### config.mk
export PLATFORM = sky130hd
export DESIGN_NAME = ftep_core
export DESIGN_NICKNAME = d
export VERILOG_FILES = /design/src/verilog/ftep_core.v
export VERILOG_INCLUDE_DIRS = /design/src /design/src/inc
export SDC_FILE = /design/constraint.sdc
export NUM_CORES = 1
export LEC_CHECK = 0
export BUFFER_PORTS_ARGS = -buffer_cell sky130_fd_sc_hd__buf_4
export CAP_MARGIN = 0
export CORE_MARGIN = 4
export CORE_UTILIZATION = 55
export DETAILED_ROUTE_END_ITERATION = 10
export PLACE_DENSITY = 0.78
export SYNTH_ARGS = -nofsm -noshare
export SYNTH_HDL_FRONTEND = slang
export SYNTH_SLANG_ARGS = --single-unit
### constraint.sdc
create_clock -name clk -period 2.9 [get_ports clk]
set_input_delay 0.435 -clock clk [delete_from_list [all_inputs] [get_ports clk]]
set_output_delay 0.435 -clock clk [all_outputs]
set_load 0.01 [all_outputs]
### src/inc/ftep_regs.vh
// opcodes, register layout and reset values for the training/ecc/protect block
`ifndef FTEP_REGS_VH
`define FTEP_REGS_VH

`define FTEP_OP_READ_PATTERN    8'h41
`define FTEP_OP_PROGRAM_PATTERN 8'h43
`define FTEP_OP_WRITE_VPATTERN  8'h4a
`define FTEP_OP_READ_ECC        8'hb3
`define FTEP_OP_WRITE_ECC       8'hb5
`define FTEP_OP_CLEAR_ECC       8'hb6
`define FTEP_OP_WRITE_ENABLE    8'h06
`define FTEP_OP_WRITE_STATUS    8'h01
`define FTEP_OP_PAGE_PROGRAM    8'h02
`define FTEP_OP_SECTOR_ERASE    8'h20

`define FTEP_ECC_DISABLE_BIT    0
`define FTEP_ECC_EVENT_BIT      1
`define FTEP_ECC_COUNT_LSB      2
`define FTEP_ECC_COUNT_MSB      5
`define FTEP_ECC_REPROG_BIT     6
`define FTEP_ECC_COUNT_MAX      4'hf

`define FTEP_PATTERN_NV_RESET   8'h00
`define FTEP_ECC_RESET          8'h00

`define FTEP_ST_QE_BIT          6
`define FTEP_ST_STATUS_WRITE_DISABLE_BIT        7
`define FTEP_ST_BP_LSB          2
`define FTEP_ST_BP_MSB          5
`define FTEP_ST_WEL_BIT         1
`define FTEP_ST_RESET           8'h00

`endif

### src/verilog/ftep_core.v
// serial command decoder with training pattern, ecc register and write protection
`timescale 1ns/100ps
`default_nettype none
`include "ftep_regs.vh"

// How it works
// - two 8-bit pattern stores, nonvolatile one ships as zero
// - reset copies nonvolatile pattern into the volatile store
// - host may rewrite volatile pattern once write-enable latch is set; reset restores nonvolatile value
// - dummy-cycle training pattern is driven from the volatile store
// - opcodes 41h read, 43h program nonvolatile, 4ah write volatile pattern
// - opcodes b3h read, b5h write, b6h clear the ecc register
// - ecc bit 0 disables correction when one, resets to zero
// - ecc bit 1 read-only flag set on any correction
// - ecc bits 5:2 count corrections, saturate at 15
// - reprogram inside ecc boundary ignored when ecc on, flagged in bit 6
// - ecc bit 7 reserved reads zero; whole register zero after reset
// - status protect bits locked only when write-disable set and wp pin low
// - program, erase, register writes need write-enable latch set first
// - region protected if block-protect or sector protection protects it
// - any block-protect bit set enables block protection
// - refuse program or erase while either per-region protect bit is zero
module ftep_core (
  // clock and reset
  input  wire       clk,
  input  wire       srst,
  // serial link pins
  input  wire       sck,
  input  wire       cs_n,
  input  wire       si,
  output reg        so_out,
  output reg        so_oe_n,
  input  wire       wp_n,
  // array side events
  input  wire       correction_pulse,
  input  wire       reprogram_hit,
  input  wire       bp_region_hit,
  input  wire       persistent_protect_bit,
  input  wire       dynamic_protect_bit,
  input  wire       training_phase,
  // array commands
  output reg        array_program,
  output reg        array_erase,
  output reg        correction_disable,
  output reg  [7:0] status_reg
);

  // synchronisers
  reg [2:0] sck_s;
  reg [1:0] cs_s;
  reg [1:0] si_s;
  reg [1:0] wp_s;
  always @(posedge clk) begin
    sck_s <= {sck_s[1:0], sck};
    cs_s  <= {cs_s[0], cs_n};
    si_s  <= {si_s[0], si};
    wp_s  <= {wp_s[0], wp_n};
  end
  wire sck_rise = sck_s[1] & ~sck_s[2];
  wire sck_fall = ~sck_s[1] & sck_s[2];
  wire cs_act   = ~cs_s[1];

  // frame states
  localparam [2:0] ST_IDLE  = 3'b000;
  localparam [2:0] ST_OPC   = 3'b001;
  localparam [2:0] ST_DATA  = 3'b010;
  localparam [2:0] ST_FULL  = 3'b011;
  localparam [2:0] ST_SEND  = 3'b100;
  localparam [2:0] ST_TRAIN = 3'b101;

  // frame state and shifters
  reg [2:0] frame_st;
  reg [2:0] next_frame_st;
  reg [7:0] shift_in;
  reg [7:0] opcode;
  reg [7:0] shift_out;
  reg [3:0] bit_cnt;
  reg [2:0] train_cnt;

  // register storage
  reg [7:0] pattern_store_nonvolatile;
  reg [7:0] pattern_store_volatile;
  reg [7:0] ecc_reg;
  reg       write_enable_latch;
  reg       nv_loaded;

  // next values
  reg [7:0] next_ecc;
  reg [3:0] next_count;
  reg [7:0] next_status;

  // protection
  wire status_locked = status_reg[`FTEP_ST_STATUS_WRITE_DISABLE_BIT] & ~wp_s[1];
  wire bp_enabled    = |status_reg[`FTEP_ST_BP_MSB:`FTEP_ST_BP_LSB];
  wire sector_prot   = ~persistent_protect_bit | ~dynamic_protect_bit;
  wire region_prot   = (bp_enabled & bp_region_hit) | sector_prot;
  wire reprog_block  = ~ecc_reg[`FTEP_ECC_DISABLE_BIT] & reprogram_hit;

  // bit and byte strobes
  wire [7:0] next_shift = {shift_in[6:0], si_s[1]};
  wire       in_frame   = (frame_st == ST_OPC) | (frame_st == ST_DATA) |
                          (frame_st == ST_FULL);
  wire       take_bit   = cs_act & sck_rise & in_frame;
  wire       byte_done  = take_bit & (bit_cnt == 4'h7);
  wire       op_done    = byte_done & (frame_st == ST_OPC);
  wire       data_done  = byte_done & (frame_st != ST_OPC);
  // one-cycle strobe: the frame state leaves full on the next edge
  wire       commit     = ~cs_act & (frame_st == ST_FULL) & write_enable_latch;
  wire       train_go   = (next_frame_st == ST_TRAIN) & (frame_st != ST_TRAIN);

  // opcode decode
  wire op_write_enable_cmd    = op_done & (next_shift == `FTEP_OP_WRITE_ENABLE);
  wire op_rd_pat  = op_done & (next_shift == `FTEP_OP_READ_PATTERN);
  wire op_rd_ecc  = op_done & (next_shift == `FTEP_OP_READ_ECC);
  wire op_clr_ecc = op_done & (next_shift == `FTEP_OP_CLEAR_ECC);
  wire op_read    = op_rd_pat | op_rd_ecc;
  wire wr_nv_pat  = commit & (opcode == `FTEP_OP_PROGRAM_PATTERN);
  wire wr_v_pat   = commit & (opcode == `FTEP_OP_WRITE_VPATTERN);
  wire wr_ecc     = commit & (opcode == `FTEP_OP_WRITE_ECC);
  wire wr_status  = commit & (opcode == `FTEP_OP_WRITE_STATUS);
  wire wr_prog    = commit & (opcode == `FTEP_OP_PAGE_PROGRAM);
  wire wr_erase   = commit & (opcode == `FTEP_OP_SECTOR_ERASE);
  wire wr_any     = wr_nv_pat | wr_v_pat | wr_ecc | wr_status | wr_prog | wr_erase;

  // next frame state
  always @* begin
    next_frame_st = frame_st;
    case (frame_st)
      ST_IDLE: begin
        if (cs_act && training_phase) begin
          next_frame_st = ST_TRAIN;
        end else if (cs_act) begin
          next_frame_st = ST_OPC;
        end
      end
      ST_OPC: begin
        if (training_phase) begin
          next_frame_st = ST_TRAIN;
        end else if (op_read) begin
          next_frame_st = ST_SEND;
        end else if (op_done) begin
          next_frame_st = ST_DATA;
        end
      end
      ST_DATA: begin
        if (data_done) begin
          next_frame_st = ST_FULL;
        end
      end
      ST_FULL: begin
        next_frame_st = ST_FULL;
      end
      ST_SEND: begin
        next_frame_st = ST_SEND;
      end
      ST_TRAIN: begin
        next_frame_st = ST_TRAIN;
      end
      default: begin
        next_frame_st = ST_IDLE;
      end
    endcase
    // deselect ends any frame, cut or whole
    if (!cs_act) begin
      next_frame_st = ST_IDLE;
    end
  end

  // serial framer, msb first; later data bytes overwrite earlier ones
  always @(posedge clk) begin
    if (srst) begin
      frame_st <= ST_IDLE;
      shift_in <= 8'h00;
      opcode   <= 8'h00;
      bit_cnt  <= 4'h0;
    end else begin
      frame_st <= next_frame_st;
      if (!cs_act) begin
        bit_cnt <= 4'h0;
      end else if (take_bit) begin
        shift_in <= next_shift;
        if (byte_done) begin
          bit_cnt <= 4'h0;
        end else begin
          bit_cnt <= bit_cnt + 4'h1;
        end
        if (op_done) begin
          opcode <= next_shift;
        end
      end
    end
  end

  // serial output: read data or training pattern
  always @(posedge clk) begin
    if (srst) begin
      shift_out <= 8'h00;
      train_cnt <= 3'h0;
      so_out    <= 1'b0;
      so_oe_n   <= 1'b1;
    end else if (!cs_act) begin
      train_cnt <= 3'h0;
      so_oe_n   <= 1'b1;
    end else if (train_go) begin
      // first bit before the first rising edge, so the host sees all eight
      so_out    <= pattern_store_volatile[7];
      so_oe_n   <= 1'b0;
      train_cnt <= 3'h1;
    end else if (frame_st == ST_TRAIN) begin
      if (sck_fall) begin
        so_out    <= pattern_store_volatile[3'h7 - train_cnt];
        train_cnt <= train_cnt + 3'h1;
      end
    end else if (op_rd_pat) begin
      shift_out <= pattern_store_volatile;
    end else if (op_rd_ecc) begin
      shift_out <= {1'b0, ecc_reg[6:0]};
    end else if (frame_st == ST_SEND) begin
      if (sck_fall) begin
        so_out    <= shift_out[7];
        so_oe_n   <= 1'b0;
        shift_out <= {shift_out[6:0], shift_out[7]};
      end
    end
  end

  // volatile pattern, reloaded from the nonvolatile copy after reset
  always @(posedge clk) begin
    if (srst) begin
      pattern_store_volatile <= `FTEP_PATTERN_NV_RESET;
      nv_loaded              <= 1'b0;
    end else if (!nv_loaded) begin
      pattern_store_volatile <= pattern_store_nonvolatile;
      nv_loaded              <= 1'b1;
    end else if (wr_v_pat) begin
      pattern_store_volatile <= shift_in;
    end
  end

  // nonvolatile pattern keeps its value through reset
  always @(posedge clk) begin
    if (wr_nv_pat) begin
      pattern_store_nonvolatile <= shift_in;
    end
  end

  initial pattern_store_nonvolatile = `FTEP_PATTERN_NV_RESET;

  // write enable latch, cleared by every accepted write
  always @(posedge clk) begin
    if (srst) begin
      write_enable_latch <= 1'b0;
    end else if (op_write_enable_cmd) begin
      write_enable_latch <= 1'b1;
    end else if (wr_any) begin
      write_enable_latch <= 1'b0;
    end
  end

  // status register next value
  always @* begin
    next_status = status_reg;
    if (wr_status && !status_locked) begin
      next_status = {shift_in[7:2], 1'b1, status_reg[0]};
    end
  end

  always @(posedge clk) begin
    if (srst) begin
      status_reg <= `FTEP_ST_RESET;
    end else begin
      status_reg <= next_status;
    end
  end

  // correction counter; a correction in the clear cycle still counts
  always @* begin
    next_count = ecc_reg[`FTEP_ECC_COUNT_MSB:`FTEP_ECC_COUNT_LSB];
    if (op_clr_ecc) begin
      next_count = 4'h0;
    end
    if (correction_pulse && !ecc_reg[`FTEP_ECC_DISABLE_BIT]) begin
      if (next_count != `FTEP_ECC_COUNT_MAX) begin
        next_count = next_count + 4'h1;
      end
    end
  end

  // ecc register next value; set events win over a clear
  always @* begin
    next_ecc = ecc_reg;
    if (wr_ecc) begin
      next_ecc[`FTEP_ECC_DISABLE_BIT] = shift_in[0];
    end
    if (op_clr_ecc) begin
      next_ecc[6:1] = 6'h00;
    end
    if (correction_pulse && !ecc_reg[`FTEP_ECC_DISABLE_BIT]) begin
      next_ecc[`FTEP_ECC_EVENT_BIT] = 1'b1;
    end
    if (wr_prog && reprog_block) begin
      next_ecc[`FTEP_ECC_REPROG_BIT] = 1'b1;
    end
    next_ecc[`FTEP_ECC_COUNT_MSB:`FTEP_ECC_COUNT_LSB] = next_count;
    next_ecc[7] = 1'b0;
  end

  // ecc register and its disable output
  always @(posedge clk) begin
    if (srst) begin
      ecc_reg            <= `FTEP_ECC_RESET;
      correction_disable <= 1'b0;
    end else begin
      ecc_reg            <= next_ecc;
      correction_disable <= next_ecc[`FTEP_ECC_DISABLE_BIT];
    end
  end

  // array command pulses, one cycle after the commit
  always @(posedge clk) begin
    if (srst) begin
      array_program <= 1'b0;
      array_erase   <= 1'b0;
    end else begin
      array_program <= 1'b0;
      array_erase   <= 1'b0;
      if (wr_prog && !reprog_block && !region_prot) begin
        array_program <= 1'b1;
      end
      if (wr_erase && !region_prot) begin
        array_erase <= 1'b1;
      end
    end
  end

endmodule // ftep_core
`default_nettype wire
==> impl_metrics.yaml, run 1 <==
power_and_ir_drop:
  pwr-share-comb_pct: 4.4
  p_leak_nw: 1.37
  pwr-share-seq_pct: 55.3
  power_mw: 2.07
  p_per_area_nw_per_um2: 528
  swShare_pct: 24.2
  clkPwrFrac_pct: 40.3
  p_int_mw: 1.57
  power.switching_mw: 0.500
  ir_worst_vdd_uv: 364
critical_path:
  worstSetupPathType: "flip-flop to flip-flop"
  max_stage_delay_ps: 390
  rr_endpoint: "ecc_reg[2]$_SDFF_PP0_"
  r2r_cells: 10
  critical-path-slowest-cell: "dfxtp_1"
  required_ps: 3130
  rrSetupSlack_ps: 450
  start_kind: "flip-flop"
  crit_path_end_kind: "flip-flop"
  reg2reg_from: "bit_cnt[0]$_SDFFE_PP0N_"
  crit_fanout: 6
  crit_chain: "ha_1, and3b_1, and3_1, nand3_1, and2_1, ha_1, and3_1, nand2b_1, a32oi_1, nor2_1"
  worstPathArrival_ps: 2670
floorplan:
  core-area_um2: 6060
  io_pins: 25
  dieArea_um2: 7700
  die_h_um: 87.7
  rows: 28
  start_util_pct: 57.7
  die_w_um: 87.7
place:
  dp_hpwl_um: 5500
  gp_congestion: 0.936
  io_buffers: 23
  placed_area_um2: 3710
  place_ws_ps: 475
timing:
  setup_tns_ps: 0
  timing.final.ws_setup_ps: 454
  setup_viol: 0
  finClkSkew_ps: 12.0
  post-route-min-period_ps: 2450
  relSlewSlack_pct: 54.2
  hold_slack_ps: 186
  fmax_mhz: 409
  finalHoldViolCount: 0
  post-route-period-util_pct: 84.3
  finalMaxSlewViolations: 0
  worstMarginPinSlew_ps: 686
  rsz0062_at_grt: "no"
detailed_routing:
  drc: 0
  drt-total-wl_um: 7810
  vias: 2847
  vias_per_cell: 5.98
  detail-route-antenna-nets: 0
  drt_iter0_drc: 204
  wl_per_cell_um: 16.4
  dr.pass1.iters: 7
outcome:
  status: "complete, no violations"
clock_network:
  clockRootBuffer: "clkbuf_8"
  cts_tree: "yes"
  htree_levels: 3
  clk_pin_slew_ps: 90
  clk_latency_ps: 350
  ctsResizeCount: 0
  cts.sinks: 79
  hold_buffers: 0
  cts_buffers: 9
  post-cts-setup-buffer-count: 0
  cts_buffer_depth: 2
synthesis:
  synth_flop_cell: "dfxtp_1"
  syn_area_um2: 3500
  syn_nets: 393
  avgSynthCellArea_um2: 9.25
  synthCells: 378
  ys_seq_area_share_pct: 47.5
  synth_edf_count: 8
  synth-async-reset-ratio_pct: 0
  ys_ff_latch: 79
  ys_warn_count: 0
  synth.distinct_cells: 62
flow_run:
  max-cap-violations: 0
grt:
  antenna_found_initial: 0
  grt_max_degree: 48
  overflow: 0
  grt_pass1_wl_um: 12800
  grt_usage_pct: 21.4
  grt_pass1_vias: 2664
layout:
  area.growth.synth_to_final_pct: 11.9
  layout_common_cells: "dfxtp_1 (71), nand2_1 (52), nor2_1 (40), buf_4 (30), a21oi_1 (29)"
  diodes: 0
  fin_nets: 411
  final_common_cell: "dfxtp_1"
  drive_gt1_share_pct: 16.5
  final_area_um2: 3910
min_path:
  holdPathEnd: "wp_s[0]$_DFF_P_"
  min_path_cells: 1
  hold_class: "input pin to flip-flop"
  holdCritStartpoint: "wp_n"
[metrics by stage]
step	std cells	utilization, %
after floorplan	378	-
after global placement	460	61.3
after detailed placement	460	61.3
after CTS	476	64.6
after global routing	476	64.6
final	476	64.6
[worst max path at each step]
stage                       startpoint               endpoint  slack [ps]  cells after the start
2_1_floorplan  bit_cnt[0]$_SDFFE_PP0N_  ecc_reg[2]$_SDFF_PP0_         400                     13
3_3_place_gp   bit_cnt[0]$_SDFFE_PP0N_  ecc_reg[2]$_SDFF_PP0_         590                     10
3_5_place_dp   bit_cnt[0]$_SDFFE_PP0N_  ecc_reg[2]$_SDFF_PP0_         470                     10
4_1_cts        bit_cnt[0]$_SDFFE_PP0N_  ecc_reg[2]$_SDFF_PP0_         460                     10
5_1_grt        bit_cnt[0]$_SDFFE_PP0N_  ecc_reg[2]$_SDFF_PP0_         260                     10
6_report       bit_cnt[0]$_SDFFE_PP0N_  ecc_reg[2]$_SDFF_PP0_         450                     10
[power groups by stage]
| stage | clock network (mW) | logic (mW) | registers, mW |
|---|---|---|---|
| 6_report | 0.833 | 0.0916 | 1.14 |
| 5_1_grt | 0.909 | 0.100 | 1.15 |
| 4_1_cts | 0.854 | 0.0908 | 1.14 |
| 3_5_place_dp | 0 | 0.0903 | 1.17 |
| 3_3_place_gp | 0 | 0.0882 | 1.17 |
| 2_1_floorplan | 0 | 0.0658 | 1.16 |
[cell usage after synthesis (3+ instances only)]
cell,n,area [µm²]
dfxtp_1,71,1420
nor3_1,5,25.0
and2_1,3,18.8
nor2_1,40,150
clkbuf_1,17,63.8
a211o_1,7,61.3
o211ai_1,7,52.6
nand2b_1,4,25.0
o21ai_0,8,40.0
inv_1,7,26.3
and3_1,3,18.8
nand2_1,52,195
a211oi_1,9,67.6
nor4_1,3,18.8
nor2b_1,6,37.5
o21ai_2,6,52.6
nand3_1,10,50.1
ha_1,3,37.5
mux2i_1,22,220
a21oi_1,29,145
nand4_1,6,37.5
edfxtp_1,8,240
[cell type report]
class                           count  area, µm²
Multi-Input combinational cell    269       1710
Clock inverter                      7       77.6
Inverter                            7       26.3
Timing Repair Buffer               30        225
Clock buffer                        9        124
Sequential cell                    79       1660
Fill cell                         484       2150
Tap cell                           75       93.8
[per-layer routing]
| layer | vias to the layer above | routed length (µm) | GRT usage (%) |
|---|---|---|---|
| li1 | 1387 | - | - |
| met1 | 1381 | 3540 | 28.5 |
| met2 | 65 | 3850 | 34.8 |
| met3 | 14 | 270 | 3.76 |
| met4 | 0 | 138 | 8.23 |
| met5 | - | 0 | 0 |
[logic make-up (layout without fill, tap and decap cells)]
group                    count (synthesis)  after routing  synth area share, %
other                                    1              1                0.107
adder cells (fa/ha/maj)                  3              3                 1.07
flip-flops                              79             79                 47.5
AO/OA/AOI/OAI                           87             87                 17.1
AND/OR/NAND/NOR                        151            151                 22.1
multiplexers                            25             25                 7.91
buffers and inverters                   30             53                 3.72
XOR/XNOR                                 2              2                0.501
[critical path, delay by kind of cell, from the launching register on]
family | cells | cell delay (ps)
simple gates | 7 | 1330
fa+ha+maj | 2 | 400
flops | 1 | 390
compound gates | 1 | 210
Power figures use the tool's default switching activity.
==> run 2, diff against run 1 <==
==> constraint.sdc (replaced) <==
create_clock -name clk -period 2.3 [get_ports clk]
set_input_delay 0.345 -clock clk [delete_from_list [all_inputs] [get_ports clk]]
set_output_delay 0.345 -clock clk [all_outputs]
set_load 0.01 [all_outputs]
==> run 2 against run 1 <==
Net effect: wire length is 2.5% higher; register-to-register slack lost 410 ps; cell area rose by 3.6%; total power rose by 31%; count of clock-buffer cells in the layout rose by 2; setup slack got worse by 410 ps; final cell count is 1.5% higher; die area is the same; largest power group unchanged; global-route usage is 1.1 points higher; via count up 1.7%.
==> impl_metrics.yaml, run 2 (synthesis results as in run 1) <==
clock_network:
  cts_buffer_depth: 2
  clk_latency_ps: 360
  cts.sinks: 79
  clk_pin_slew_ps: 80
  cts_buffers: 9
  htree_levels: 3
  cts_tree: "yes"
  clockRootBuffer: "clkbuf_8"
timing:
  rsz0062_at_grt: "yes"
  post-route-period-util_pct: 98.2
  finalMaxSlewViolations: 0
  timing.final.ws_setup_ps: 40.7
  worstMarginPinSlew_ps: 560
  relSlewSlack_pct: 62.3
  post-route-min-period_ps: 2260
  fmax_mhz: 443
  setup_viol: 0
  finClkSkew_ps: 12.4
  setup_tns_ps: 0
  hold_slack_ps: 88.4
  finalHoldViolCount: 0
place:
  dp_hpwl_um: 5480
  placed_area_um2: 3780
  place_ws_ps: 27.0
  placedCellCount: 466
  io_buffers: 23
  gp_congestion: 0.937
detailed_routing:
  wl_per_cell_um: 16.6
  drc: 0
  drt_iter0_drc: 208
  dr.pass1.iters: 5
  vias_per_cell: 6.00
  vias: 2896
  detail-route-antenna-nets: 0
  drt-total-wl_um: 8010
grt:
  grt_usage_pct: 22.6
  antenna_found_initial: 0
  grt_pass1_wl_um: 13300
  grt_max_degree: 48
  grt_pass1_vias: 2737
  overflow: 0
layout:
  diodes: 0
  area.growth.synth_to_final_pct: 16.0
  fin_nets: 418
  fin_util_pct: 66.9
  fin_cells: 483
  final_common_cell: "dfxtp_1"
  layout_common_cells: "dfxtp_1 (68), nand2_1 (52), nor2_1 (40), buf_4 (36), a21oi_1 (29)"
  final_area_um2: 4060
  nFillCells: 499
  drive_gt1_share_pct: 21.6
floorplan:
  start_util_pct: 57.7
  core-area_um2: 6060
  rows: 28
  die_h_um: 87.7
  dieArea_um2: 7700
  die_w_um: 87.7
  io_pins: 25
min_path:
  hold_class: "input pin to flip-flop"
power_and_ir_drop:
  ir_worst_vdd_uv: 483
  p_int_mw: 2.07
  p_leak_nw: 1.43
  clkPwrFrac_pct: 42.2
  pwr-share-seq_pct: 53.3
  pwr-share-comb_pct: 4.6
  swShare_pct: 23.4
  power_mw: 2.70
  power.switching_mw: 0.631
  p_per_area_nw_per_um2: 667
outcome:
  status: "complete, no violations"
critical_path:
  worstPathArrival_ps: 2510
  required_ps: 2550
  worstSetupPathType: "flip-flop to flip-flop"
  crit_fanout: 9
  crit_path_end_kind: "flip-flop"
  start_kind: "flip-flop"
flow_run:
  max-cap-violations: 0
==> run 2: cell type report <==
type / instances / area [µm²] / share of cell area [%]
repair buffers: 37 / 290 / 7.16
multi-input cells: 269 / 1760 / 43.3
well taps: 75 / 93.8 / 2.31
clock inverters: 5 / 61.3 / 1.51
clock buffers: 11 / 163 / 4.01
flip-flops and latches: 79 / 1670 / 41.1
inverters: 7 / 26.3 / 0.648
==> run 2: routing by layer <==
layer | wire [µm] | GRT usage [%] | share of wire (%) | up-vias
li1 | - | - | - | 1407
met4 | 269 | 11.0 | 3.4 | 0
met3 | 411 | 4.80 | 5.1 | 20
met5 | 0 | 0 | 0 | -
met2 | 3830 | 35.3 | 48 | 93
met1 | 3500 | 29.6 | 44 | 1376
==> run 2: worst paths after layout <==
| path | startpoint | end | slack, ps | cells after the start |
|---|---|---|---|---|
| min | si | si_s[0]$_DFF_P_ | 90 | 1 |
| max | bit_cnt[0]$_SDFFE_PP0N_ | train_cnt[2]$_SDFFE_PP0P_ | 40 | 8 |
| min reg2reg | cs_s[0]$_DFF_P_ | cs_s[1]$_DFF_P_ | 330 | 0 |
| max reg2reg | bit_cnt[0]$_SDFFE_PP0N_ | train_cnt[2]$_SDFFE_PP0P_ | 40 | 8 |
==> run 2: power by group through the flow <==
stage	registers [mW]	logic, mW	clock network [mW]
3_5_place_dp	1.47	0.119	0
6_report	1.44	0.124	1.14
2_1_floorplan	1.46	0.0844	0
5_1_grt	1.44	0.137	1.23
3_3_place_gp	1.47	0.116	0
4_1_cts	1.44	0.120	1.16
==> run 2: critical path: stages, from the launching register on <==
cell      delay (ps)
dfxtp_2          340
ha_1             210
and3b_2          270
a221oi_1         410
nor2_1           140
o211a_1          150
buf_4            170
a21o_1           180
a311oi_1         280
==> run 2: repair_timing <==
action | 4_1_cts | 5_1_grt
buffers inserted | 0 | 1
resized for setup | 0 | 10
hold buffers | 0 | 0
endpoints found under the setup margin | 0 | 12
==> run 3, diff against run 2 <==
--- a/config.mk
+++ b/config.mk
@@ -8,9 +8,11 @@
 export LEC_CHECK = 0
 export BUFFER_PORTS_ARGS = -buffer_cell sky130_fd_sc_hd__buf_4
 export CAP_MARGIN = 0
-export CORE_MARGIN = 4
+export CORE_MARGIN = 5
 export CORE_UTILIZATION = 55
+export CTS_CLUSTER_DIAMETER = 60
 export DETAILED_ROUTE_END_ITERATION = 10
+export GPL_TIMING_DRIVEN = 0
 export PLACE_DENSITY = 0.78
 export SYNTH_ARGS = -nofsm -noshare
 export SYNTH_HDL_FRONTEND = slang
==> run 3 against run 2 <==
Net effect: via count decreased by 0.45%; largest power group unchanged; clock skew shrank 6.2 ps; critical path type unchanged; hold slack better by 18 ps.
==> impl_metrics.yaml, run 3 (synthesis results as in run 1) <==
detailed_routing:
  vias_per_cell: 5.81
  wl_per_cell_um: 15.9
  detail-route-antenna-nets: 0
  dr.pass1.iters: 5
  vias: 2883
  drt_iter0_drc: 148
  drt-total-wl_um: 7890
  drc: 0
place:
  place_ws_ps: -220
  placedCellCount: 478
  io_buffers: 23
  dp_hpwl_um: 5460
  gp_congestion: 0.910
timing:
  finalMaxSlewViolations: 0
  fmax_mhz: 453
  timing.final.ws_setup_ps: 94.2
  setup_viol: 0
  post-route-period-util_pct: 95.9
  rsz0062_at_grt: "no"
  finClkSkew_ps: 6.24
  finalHoldViolCount: 0
  setup_tns_ps: 0
  worstMarginPinSlew_ps: 655
  relSlewSlack_pct: 56.4
  post-route-min-period_ps: 2210
critical_path:
  crit_fanout: 8
  crit_chain: "clkbuf_1, or3b_2, nor3_4, mux2i_1, a211o_1, o21ai_2"
  worstPathArrival_ps: 2480
  startpoint: "shift_in[2]$_SDFFE_PP0P_"
  rr_endpoint: "shift_out[5]$_SDFFE_PP0P_"
  r2r_cells: 6
  rrSetupSlack_ps: 90
  path_depth: 6
  start_kind: "flip-flop"
  max_stage_delay_ps: 580
  crit_end: "shift_out[5]$_SDFFE_PP0P_"
  critPathBufInv: 1
  worstSetupPathType: "flip-flop to flip-flop"
  critical-path-slowest-cell: "or3b_2"
  reg2reg_from: "shift_in[2]$_SDFFE_PP0P_"
  crit_path_end_kind: "flip-flop"
  path_delay_family: "simple AND/OR/NAND/NOR gates"
  required_ps: 2570
clock_network:
  cts_buffers: 9
  clk_pin_slew_ps: 70
  clk_latency_ps: 340
  cts_buffer_depth: 2
  cts.sinks: 79
  cts_tree: "yes"
  hold_buffers: 0
  htree_levels: 3
  clockRootBuffer: "clkbuf_8"
layout:
  area.growth.synth_to_final_pct: 16.4
  drive_gt1_share_pct: 19.8
  layout_common_cells: "dfxtp_1 (66), nand2_1 (52), nor2_1 (40), buf_4 (30), a21oi_1 (29)"
  fin_nets: 429
  diodes: 0
  fin_cells: 496
  final_common_cell: "dfxtp_1"
grt:
  grt_max_degree: 13
  grt_pass1_wl_um: 13200
  overflow: 0
  antenna_found_initial: 0
  grt_usage_pct: 19.7
  grt_pass1_vias: 2709
power_and_ir_drop:
  ir_worst_vdd_uv: 385
  p_per_area_nw_per_um2: 627
  p_leak_nw: 1.41
floorplan:
  die_h_um: 89.7
  die_w_um: 89.7
  io_pins: 25
  core-area_um2: 6280
  rows: 29
  dieArea_um2: 8050
  start_util_pct: 55.7
flow_run:
  max-cap-violations: 0
outcome:
  status: "complete, no violations"
min_path:
  hold_class: "input pin to flip-flop"
-- run 3: where the power goes --
group / switching (mW) / total (mW) / internal, mW
logic: 0.0746 / 0.131 / 0.0562
clock network: 0.468 / 0.984 / 0.516
registers: 0.0256 / 1.44 / 1.41
total: 0.568 / 2.55 / 1.98
-- run 3: layer usage --
layer	share of wire [%]	track usage, %	vias up	wire length [µm]
met5	0	0	-	0
met4	1.1	4.41	0	89
met3	5.7	4.76	10	448
met2	48	32.3	87	3810
met1	45	26.4	1359	3540
li1	-	-	1427	-
-- run 3: worst reg2reg max path, cell delays in order, from the launching register on --
cell	delay (ps)
dfxtp_1	310
clkbuf_1	230
or3b_2	580
nor3_4	420
mux2i_1	170
a211o_1	320
o21ai_2	100
-- run 3: worst min path at each step --
stage,from,slack [ps],endpoint,depth (start not counted)
3_3_place_gp,si_s[0]$_DFF_P_,310,si_s[1]$_DFF_P_,0
6_report,wp_n,110,wp_s[0]$_DFF_P_,1
3_5_place_dp,sck_s[0]$_DFF_P_,310,sck_s[1]$_DFF_P_,0
2_1_floorplan,cs_s[0]$_DFF_P_,310,cs_s[1]$_DFF_P_,0
4_1_cts,wp_n,100,wp_s[0]$_DFF_P_,1
5_1_grt,si,80,si_s[0]$_DFF_P_,1
-- run 3: through the flow --
step           util [%]  hold slack, ps  cell area (µm²)  total power [mW]
6_report           64.8             106             4070              2.55
5_1_grt            64.8            82.7             4070              2.66
4_1_cts            64.3            99.9             4030              2.56
3_5_place_dp       60.7             312             3810              1.59
3_3_place_gp       60.7             310             3810              1.59
2_1_floorplan         -             310             3540              1.54
-- run 3: layout make-up --
class / instances / area, µm²
plain buffers: 20 / 97.6
clock buffers: 15 / 186
clock inverters: 1 / 8.76
fillers: 495 / 2210
inverters: 7 / 26.3
multi-input cells: 269 / 1780
flip-flops and latches: 79 / 1670
well taps: 77 / 96.3
repair buffers: 28 / 210
-- run 3: repair_timing --
action	CTS	global route
setup buffers	5	0
pin swaps	2	3
endpoints found under the hold margin	0	0
endpoints found under the setup margin	4	11
gates resized for setup	3	10
